--- config.mk ---
export PLATFORM = sky130hd
export DESIGN_NAME = rx_output_config_ctrl
export DESIGN_NICKNAME = d
export VERILOG_FILES = /design/src/verilog/rx_cfg_pkg.sv /design/src/verilog/pin_sync.sv /design/src/verilog/rx_channel.sv /design/src/verilog/rx_output_config_ctrl.sv
export SDC_FILE = /design/constraint.sdc
export NUM_CORES = 1
export LEC_CHECK = 0
export ABC_AREA = 1
export BUFFER_PORTS_ARGS = -buffer_cell sky130_fd_sc_hd__clkbuf_2
export CORE_ASPECT_RATIO = 0.6
export CORE_MARGIN = 2
export CORE_UTILIZATION = 50
export CTS_CLUSTER_DIAMETER = 30
export DETAILED_ROUTE_END_ITERATION = 10
export PLACE_DENSITY = 0.74
export SLEW_MARGIN = 20
export SYNTH_ARGS = -nofsm -noshare
export SYNTH_HDL_FRONTEND = slang
export SYNTH_SLANG_ARGS = --single-unit
--- constraint.sdc ---
create_clock -name i_clk_sys -period 2.6 [get_ports i_clk_sys]
set_input_delay 0.39 -clock i_clk_sys [delete_from_list [all_inputs] [get_ports i_clk_sys]]
set_output_delay 0.39 -clock i_clk_sys [all_outputs]
set_load 0.01 [all_outputs]
--- src/verilog/rx_cfg_pkg.sv ---
// constants for the receive output configuration block
package rx_cfg_pkg;
	localparam int unsigned NCH = 3;

	// ------------------------------------------------------------
	// apb register map (byte addresses)
	// ------------------------------------------------------------
	localparam logic [11:0] OFF_CTRL   = 12'h000;
	localparam logic [11:0] OFF_MODE   = 12'h004;
	localparam logic [11:0] OFF_STATUS = 12'h008;
	localparam logic [11:0] OFF_MASK   = 12'h00c;
	localparam logic [11:0] OFF_STATE  = 12'h010;

	// ------------------------------------------------------------
	// field positions
	// ------------------------------------------------------------
	localparam int unsigned CTRL_INV_BIT    = 0;
	localparam int unsigned MODE_W          = 2;
	localparam int unsigned STATE_LOL_LSB   = 0;
	localparam int unsigned STATE_HOST_BIT  = 3;
	localparam int unsigned STATE_INV_BIT   = 4;
	localparam int unsigned STATE_SRAIL_BIT = 5;

	// ------------------------------------------------------------
	// reset values
	// ------------------------------------------------------------
	localparam logic       RST_INV    = 1'b0;
	localparam logic [5:0] RST_MODE   = 6'h00;
	localparam logic [2:0] RST_MASK   = 3'h0;
	localparam logic [2:0] RST_STATUS = 3'h0;

	// line modes per channel
	localparam logic [1:0] MODE_E3   = 2'h0;
	localparam logic [1:0] MODE_DS3  = 2'h1;
	localparam logic [1:0] MODE_STS1 = 2'h2;

	// ------------------------------------------------------------
	// lock check: reference edges per window, allowed slip
	// ------------------------------------------------------------
	localparam logic [7:0] LOL_WINDOW = 8'h40;
	localparam logic [7:0] LOL_TOL    = 8'h04;
endpackage

--- src/verilog/pin_sync.sv ---
// two-stage synchroniser for a bundle of asynchronous pins
`timescale 1ns/1ps
module pin_sync #(
	parameter int unsigned W = 1
) (
	input  wire logic         i_clk,  // system clock
	input  wire logic [W-1:0] i_d,    // asynchronous pins
	output logic      [W-1:0] o_q     // synchronised levels
);
	logic [W-1:0] meta_q;

	// first stage feeds only the second stage
	always_ff @(posedge i_clk)
	begin
		meta_q <= i_d;
		o_q    <= meta_q;
	end
endmodule

--- src/verilog/rx_channel.sv ---
// one receive channel: rail output timing, format and lock check
`timescale 1ns/1ps
module rx_channel (
	input  wire logic i_clk,         // system clock
	input  wire logic i_srst,        // synchronous reset
	input  wire logic i_clk_s,       // synced recovered clock
	input  wire logic i_pos_s,       // synced positive pulse
	input  wire logic i_neg_s,       // synced negative pulse
	input  wire logic i_ref_s,       // synced reference clock
	input  wire logic i_invert,      // clock invert in effect
	input  wire logic i_single_rail, // single-rail format
	output logic      o_clk,         // recovered clock out
	output logic      o_pos,         // positive rail out
	output logic      o_neg,         // negative rail out
	output logic      o_lol          // loss of lock alarm
);
	logic       clk_prev_q;
	logic       ref_prev_q;
	logic       clk_rise;
	logic       ref_rise;
	logic [7:0] win_q;
	logic [8:0] rec_q;
	logic [8:0] rec_n;
	logic [8:0] diff;
	logic       inv_hold_q;
	logic       inv_use;

	assign clk_rise = i_clk_s & ~clk_prev_q;
	assign ref_rise = i_ref_s & ~ref_prev_q;
	assign rec_n    = rec_q + {8'h00, clk_rise};
	// an invert change in a rise cycle waits one cycle, so the rails
	// never move without an edge of their output clock
	assign inv_use  = clk_rise ? inv_hold_q : i_invert;
	assign diff     = (rec_n > {1'b0, rx_cfg_pkg::LOL_WINDOW})
		? rec_n - {1'b0, rx_cfg_pkg::LOL_WINDOW}
		: {1'b0, rx_cfg_pkg::LOL_WINDOW} - rec_n;

	always_ff @(posedge i_clk)
	begin
		if (i_srst)
		begin
			clk_prev_q <= 1'b0;
			ref_prev_q <= 1'b0;
		end
		else
		begin
			clk_prev_q <= i_clk_s;
			ref_prev_q <= i_ref_s;
		end
	end

	// ------------------------------------------------------------
	// clock out and rail update
	// ------------------------------------------------------------
	// data always change at the recovered rising edge; with the clock
	// inverted that same moment is the falling edge seen outside
	always_ff @(posedge i_clk)
	begin
		if (i_srst)
		begin
			o_clk      <= 1'b0;
			inv_hold_q <= 1'b0;
		end
		else
		begin
			o_clk      <= i_clk_s ^ inv_use;
			inv_hold_q <= inv_use;
		end
	end

	always_ff @(posedge i_clk)
	begin
		if (i_srst)
		begin
			o_pos <= 1'b0;
			o_neg <= 1'b0;
		end
		else if (clk_rise)
		begin
			if (i_single_rail)
			begin
				o_pos <= i_pos_s | i_neg_s;
				o_neg <= 1'b0;
			end
			else
			begin
				o_pos <= i_pos_s;
				o_neg <= i_neg_s;
			end
		end
	end

	// ------------------------------------------------------------
	// lock check against this channel's own reference
	// ------------------------------------------------------------
	always_ff @(posedge i_clk)
	begin
		if (i_srst)
		begin
			win_q <= 8'h00;
			rec_q <= 9'h000;
			o_lol <= 1'b0;
		end
		else if (ref_rise && win_q == rx_cfg_pkg::LOL_WINDOW - 8'h01)
		begin
			win_q <= 8'h00;
			rec_q <= 9'h000;
			o_lol <= diff > {1'b0, rx_cfg_pkg::LOL_TOL};
		end
		else
		begin
			win_q <= win_q + {7'h00, ref_rise};
			rec_q <= rec_n;
		end
	end
endmodule

--- src/verilog/rx_output_config_ctrl.sv ---
// receive output configuration for a three-channel line interface
`timescale 1ns/1ps

// Operation
// shared pin is register reset in host mode, clock invert in hardware mode.
// host mode, shared pin low returns all command registers to defaults.
// shared pin reads high when undriven: no reset, inversion selected.
// hardware mode, invert high: clocks inverted, rails update on falling edge.
// hardware mode, invert low: rails update on rising recovered edge.
// far side drives each reference clock at its channel's line rate.
// each channel checks lock against its own reference clock.
// far side may share a reference with the transmit clock source.
// channels run at different rates independently.
// rail format select high gives single-rail output on every channel.
// rail format select low gives dual-rail output on every channel.
// config source high selects host mode, low selects hardware mode.
// host mode, invert bit one makes rails update on falling edge.
// single-rail puts data on positive rail, negative rail held for status; the code drives it low instead.
module rx_output_config_ctrl (
	input  wire logic        i_clk_sys,                 // 50 MHz system clock
	input  wire logic        i_srst,                    // sync reset, high
	input  wire logic        i_psel,                    // apb select
	input  wire logic        i_penable,                 // apb enable
	input  wire logic        i_pwrite,                  // apb write
	input  wire logic [11:0] i_paddr,                   // apb byte address
	input  wire logic [31:0] i_pwdata,                  // apb write data
	output logic      [31:0] o_prdata,                  // apb read data
	output logic             o_pready,                  // apb ready
	output logic             o_pslverr,                 // apb error
	output logic             o_irq,                     // level interrupt
	input  wire logic        i_config_source_select,    // high host, low pins
	input  wire logic        i_config_reg_reset_n,      // shared reset/invert
	input  wire logic        i_rail_format_select,      // high single-rail
	input  wire logic [2:0]  i_recovered_clock,         // recovery clocks in
	input  wire logic [2:0]  i_recovered_pos,           // positive pulses in
	input  wire logic [2:0]  i_recovered_neg,           // negative pulses in
	input  wire logic [2:0]  i_channel_reference_clock, // reference clocks
	output logic      [2:0]  o_recovered_rx_clock,      // clocks to framer
	output logic      [2:0]  o_rx_positive_rail,        // positive rails
	output logic      [2:0]  o_rx_negative_rail,        // negative rails
	output logic      [2:0]  o_loss_of_lock_alarm       // lock alarms
);
	localparam int unsigned SW = 15;

	// ------------------------------------------------------------
	// pin synchronisation
	// ------------------------------------------------------------
	logic [SW-1:0] pins_s;
	logic          host_s;
	logic          shared_s;
	logic          srail_s;
	logic [2:0]    rclk_s;
	logic [2:0]    rpos_s;
	logic [2:0]    rneg_s;
	logic [2:0]    ref_s;

	pin_sync #(
		.W (SW)
	) u_sync (
		.i_clk (i_clk_sys),
		.i_d   ({i_channel_reference_clock, i_recovered_neg, i_recovered_pos,
			i_recovered_clock, i_rail_format_select, i_config_reg_reset_n,
			i_config_source_select}),
		.o_q   (pins_s)
	);

	assign host_s   = pins_s[0];
	assign shared_s = pins_s[1];
	assign srail_s  = pins_s[2];
	assign rclk_s   = pins_s[5:3];
	assign rpos_s   = pins_s[8:6];
	assign rneg_s   = pins_s[11:9];
	assign ref_s    = pins_s[14:12];

	// ------------------------------------------------------------
	// configuration source and shared pin meaning
	// ------------------------------------------------------------
	logic cfg_rst;
	logic inv_q;
	logic invert;

	// an undriven shared pin reads high, so it neither resets nor
	// blocks inversion; the pull is part of the pad
	assign cfg_rst = i_srst | (host_s & ~shared_s);
	assign invert  = host_s ? inv_q : shared_s;

	// ------------------------------------------------------------
	// apb slave
	// ------------------------------------------------------------
	logic        setup;
	logic        wr_en;
	logic [5:0]  mode_q;
	logic [2:0]  mask_q;
	logic [2:0]  status_q;
	logic [2:0]  lol_prev_q;
	logic [2:0]  lol_rise;
	logic [2:0]  w1c;
	logic [31:0] rd_data;
	logic        mapped;

	// write strobe for one register offset
	function automatic logic reg_write(
		input logic        we,
		input logic [11:0] addr,
		input logic [11:0] off
	);
		return we && addr == off;
	endfunction

	assign setup = i_psel & ~i_penable;
	assign wr_en = i_psel & i_penable & o_pready & i_pwrite & ~o_pslverr;

	always_comb
	begin
		mapped  = 1'b1;
		rd_data = 32'h0000_0000;
		case (i_paddr)
			rx_cfg_pkg::OFF_CTRL:
				rd_data[rx_cfg_pkg::CTRL_INV_BIT] = inv_q;
			rx_cfg_pkg::OFF_MODE:
				rd_data[5:0] = mode_q;
			rx_cfg_pkg::OFF_STATUS:
				rd_data[2:0] = status_q;
			rx_cfg_pkg::OFF_MASK:
				rd_data[2:0] = mask_q;
			rx_cfg_pkg::OFF_STATE:
			begin
				rd_data[rx_cfg_pkg::STATE_LOL_LSB +: 3] = o_loss_of_lock_alarm;
				rd_data[rx_cfg_pkg::STATE_HOST_BIT]     = host_s;
				rd_data[rx_cfg_pkg::STATE_INV_BIT]      = invert;
				rd_data[rx_cfg_pkg::STATE_SRAIL_BIT]    = srail_s;
			end
			default:
				mapped = 1'b0;
		endcase
	end

	// zero wait states: answer is set up during the setup cycle
	always_ff @(posedge i_clk_sys)
	begin
		if (i_srst)
		begin
			o_pready  <= 1'b0;
			o_pslverr <= 1'b0;
			o_prdata  <= 32'h0000_0000;
		end
		else
		begin
			o_pready  <= setup;
			o_pslverr <= setup & ~mapped;
			o_prdata  <= (setup & ~i_pwrite) ? rd_data : 32'h0000_0000;
		end
	end

	// ------------------------------------------------------------
	// command registers
	// ------------------------------------------------------------
	always_ff @(posedge i_clk_sys)
	begin
		if (cfg_rst)
			inv_q <= rx_cfg_pkg::RST_INV;
		else if (reg_write(wr_en, i_paddr, rx_cfg_pkg::OFF_CTRL))
			inv_q <= i_pwdata[rx_cfg_pkg::CTRL_INV_BIT];
	end

	// per-channel line mode, kept for each channel on its own
	always_ff @(posedge i_clk_sys)
	begin
		if (cfg_rst)
			mode_q <= rx_cfg_pkg::RST_MODE;
		else if (reg_write(wr_en, i_paddr, rx_cfg_pkg::OFF_MODE))
			mode_q <= i_pwdata[5:0];
	end

	always_ff @(posedge i_clk_sys)
	begin
		if (cfg_rst)
			mask_q <= rx_cfg_pkg::RST_MASK;
		else if (reg_write(wr_en, i_paddr, rx_cfg_pkg::OFF_MASK))
			mask_q <= i_pwdata[2:0];
	end

	// ------------------------------------------------------------
	// alarm events and interrupt
	// ------------------------------------------------------------
	assign lol_rise = o_loss_of_lock_alarm & ~lol_prev_q;
	assign w1c      = reg_write(wr_en, i_paddr, rx_cfg_pkg::OFF_STATUS)
		? i_pwdata[2:0] : 3'h0;

	always_ff @(posedge i_clk_sys)
	begin
		if (i_srst)
			lol_prev_q <= 3'h0;
		else
			lol_prev_q <= o_loss_of_lock_alarm;
	end

	// a new event in the clearing cycle survives the clear
	always_ff @(posedge i_clk_sys)
	begin
		if (i_srst)
			status_q <= rx_cfg_pkg::RST_STATUS;
		else
			status_q <= (status_q & ~w1c) | lol_rise;
	end

	always_ff @(posedge i_clk_sys)
	begin
		if (i_srst)
			o_irq <= 1'b0;
		else
			o_irq <= |(status_q & mask_q);
	end

	// ------------------------------------------------------------
	// channels
	// ------------------------------------------------------------
	for (genvar c = 0; c < rx_cfg_pkg::NCH; c++)
	begin : g_ch
		rx_channel u_ch (
			.i_clk         (i_clk_sys),
			.i_srst        (i_srst),
			.i_clk_s       (rclk_s[c]),
			.i_pos_s       (rpos_s[c]),
			.i_neg_s       (rneg_s[c]),
			.i_ref_s       (ref_s[c]),
			.i_invert      (invert),
			.i_single_rail (srail_s),
			.o_clk         (o_recovered_rx_clock[c]),
			.o_pos         (o_rx_positive_rail[c]),
			.o_neg         (o_rx_negative_rail[c]),
			.o_lol         (o_loss_of_lock_alarm[c])
		);
	end
endmodule

==> summary.md <==
| Metric | Value |
|---|---|
| Initial antenna violation count | 0 |
| Seq/Total Area, Yosys | 0.456 |
| Reg-to-reg startpoint | u_sync.o_q[3] |
| PnR worst setup slack | 150 ps |
| Largest net degree at the start of global routing | 18 |
| Setup-failing EPs final | 0 |
| Core ar. | 0.0107 mm^2 |
| Number of max-cap violations | 0 |
| Max FO, Critical Path | 3 |
| Post-synth EDFFs | 0 |
| PortBufs | 58 |
| Final worst path period need | around 2500 ps |
| Hold WC Path Type | in -> reg |
| Layout overhead on the synthesized area | 18.1% |
| Mapped Area | 0.00558 mm^2 |
| CTS tree | done |
| Final worst clock skew | 7.84 ps |
| Clk_lat worst skew | 420 ps |
| Clock power frac | 0.486 |
| Share of Yosys cell area claimed by the top area cell type | 0.456 |
| Post-synthesis register bit count | 127 |
| Relative max-transition margin | 0.502 |
| Post-route ant nets | 0 |
| P_leak | just over 3 nW |
| Final cell count without fillers | 957 |
| Final Hold Viols | 0 |
| Die Width | 140 um |
| R2r setup slk | 150 ps |
| Overall Power | 4.57 mW |
| Synth Flop Type | dfxtp_1 |
| CP max stage cell | dfxtp_1 |
| Longest Clk Path Bufs | 2 |
| WHS Path Cells | 1 |
| I/O pin count | about 110 |
| First-pass GRT wire length | 19.9 mm |
| Status | finished clean |
| Async set or reset register ratio after synthesis | 0 |
| Post-Route WL | approximately 12 mm |
| Drt initial violations | 263 |
| FF-to-FF End | g_ch[0].u_ch.o_lol |
| Area leader, netlist | dfxtp_1 |
| Critical Path AT | between 2000 and 3000 ps |
| Fin util | 0.616 |
| Sw Share | 0.264 |
| Initial Util | 0.521 |
| Flop pwr share | 0.447 |
| RePlAce Congestion | 0.858 |
| Hold WS | between 60 and 70 ps |
| DR DRC count | 0 |
| Cells along the critical path | inv_1, nor2_2, ha_2, ha_2, nand3_2, nor2_1, nand2_1, nand2_2, inv_1, ha_1, nand2_1, nor2_1, a21oi_1, nand3b_1, nor2_1, nand3_1, nand2_1, inv_1 |
| Slowest cell delay on critical path | 330 ps |
| Switch Pwr | about 1.2 mW |
| Vias in the first global route | about 4,400 |
| Post-synth top cells | dfxtp_1, nand2_1, nor2_1 |
| Clock transition at path regs | approximately 60 ps |
| Share of cells above drive strength 1 | 0.180 |
| P per Cell Area | 693 mW/mm^2 |
| Hold Startpoint | i_recovered_neg[1] |
| Worst Tran Pin Value | 747 ps |
| Grt ovf | 0 |
| CTS Root Cell | clkbuf_16 |
| Setup CP Type | reg -> reg |
| WP data required | 2920 ps |
| Max-slew violations | 0 |
| Yosys warning count | 0 |
| Fillcell total | 891 |
| Avg Cell Area, Syn | 7.62 um^2 |
| Hold Buf Count CTS | 0 |
| H-tree depth | 4 |
| DR vias/cell | 4.93 |
| Sink Count | 127 |
| Count leader, synth | dfxtp_1 |
| Peak Freq | 0.408 GHz |
| TritonCTS buffer count | 17 |
| Peak VDD IR | 0.000499 V |
| Cell count after placement | 917 |
| Diode count | 0 |
| Via count | 4,718 |
| Unique masters post-synth | 33 |
| Drt wl/cell | 12.8 um |
| Crit path launch type | register |
| Reg2Reg Depth | 18 |
| Setup crit end kind | register |
| Pre-Repair DR Iteration Count | 5 |
| Pre-CTS WS | 41.0 ps |
| Internal power | 3.36 mW |
| Combinational power share | 0.067 |
| Nets | 889 |
| Post-Synthesis Cells | between 700 and 800 |
| Hold endpoint | u_sync.meta_q[10] |
| Die ar. | 0.0120 mm^2 |
| Area contributors post-synth | dfxtp_1, nand2_1, nor2_1 |
| DP HPWL | 8.70 mm |
| Chip height | about 86 um |
| Row Count | 29 |
| Crit share post-route | 0.942 |
| All-Layer GR Usage | 0.209 |
-- per-layer routing --
layer  part of all wire  wire length [um]  track usage
met1               0.48              5830        0.273
met2               0.44              5450        0.326
met3              0.061               751       0.0715
met4              0.019               227       0.0725
met5                  0                 0            0
-- layout by cell type, fill, tap and decap left out, types with 4 or more instances in the layout --
cell | synthesis | final
nor2_4 | 1 | 4
a21oi_1 | 34 | 34
nand4_1 | 9 | 9
nor3_1 | 11 | 10
nor2_2 | 3 | 5
nand3_1 | 44 | 43
buf_4 | 38 | 17
clkbuf_16 | 0 | 17
xor2_1 | 17 | 16
dfxtp_1 | 127 | 126
nor2_1 | 112 | 107
conb_1 | 1 | 26
inv_1 | 100 | 98
o22ai_1 | 9 | 9
ha_1 | 20 | 15
nand2_1 | 124 | 122
clkinv_4 | 0 | 4
inv_6 | 0 | 6
xnor2_1 | 8 | 8
nand2_2 | 10 | 11
o21bai_1 | 5 | 5
inv_2 | 2 | 4
clkbuf_2 | 0 | 58
o21ai_0 | 32 | 31
-- logic make-up (layout without fill, tap and decap cells) --
| group | Yosys count | count (layout) | share of synthesized area |
|---|---|---|---|
| AO/OA/AOI/OAI | 86 | 86 | 0.0841 |
| flip-flops | 127 | 127 | 0.456 |
| AND/OR/NAND/NOR | 325 | 325 | 0.250 |
| other | 1 | 26 | 0.000672 |
| XOR/XNOR | 25 | 25 | 0.0393 |
| buffers and inverters | 148 | 209 | 0.126 |
| adder cells (fa/ha/maj) | 20 | 20 | 0.0449 |
-- state kept, by name, summed over array words and instances (netlist names), 6 cells and up --
register,cells
o_prdata,6
u_sync.meta_q,15
g_ch.u_ch.rec_q,27
g_ch.u_ch.win_q,24
mode_q,6
u_sync.o_q,15
-- power groups by stage --
stage               registers (mW)  clock network [mW]  logic [mW]
floorplan                     2.07                   0       0.237
global placement              2.08                   0       0.274
detailed placement            2.08                   0       0.288
CTS                           2.04                2.23       0.293
global route                  2.05                2.34       0.344
finish                        2.04                2.22       0.305
-- worst max-delay path, delay by kind of cell (launching register included) --
kind | cells | cell delay [ps]
and+or+nand+nor | 11 | 1050
buffers and inverters | 3 | 160
adders and majority gates | 3 | 670
AOI/OAI and AO/OA | 1 | 160
DFF | 1 | 330
-- through the flow --
| step | TNS, ps | instance area, um^2 |
|---|---|---|
| final | 0 | 6590 |
| after global routing | -34.7 | 6590 |
| after CTS | 0 | 6430 |
| after detailed placement | 0 | 5890 |
| after global placement | 0 | 5890 |
| after floorplan | 0 | 5670 |
-- what timing repair did --
item,CTS,global route
setup endpoints to repair,0,3
gates resized for setup,0,26
buffers inserted,0,8
endpoints found under the hold margin,0,0
-- how the worst max path moves through the flow --
| stage | startpoint | end | slack (ps) |
|---|---|---|---|
| after floorplan | u_sync.o_q[5] | g_ch[2].u_ch.o_lol | 50 |
| after global placement | u_sync.o_q[4] | g_ch[1].u_ch.o_lol | 140 |
| after detailed placement | u_sync.o_q[4] | g_ch[1].u_ch.o_lol | 40 |
| after CTS | u_sync.o_q[4] | g_ch[1].u_ch.o_lol | 5 |
| after global routing | u_sync.o_q[3] | g_ch[0].u_ch.o_lol | -20 |
| final | u_sync.o_q[3] | g_ch[0].u_ch.o_lol | 150 |
-- cell type report --
| class | count | area, um^2 | area share |
|---|---|---|---|
| Sequential cell | 127 | 2540 | 0.386 |
| Tap cell | 139 | 174 | 0.0264 |
| Clock buffer | 17 | 425 | 0.0646 |
| Multi-Input combinational cell | 482 | 2520 | 0.383 |
| Clock inverter | 15 | 124 | 0.0188 |
| Timing Repair Buffer | 75 | 418 | 0.0634 |
| Inverter | 102 | 383 | 0.0581 |
(Power assumes the default switching activity.)
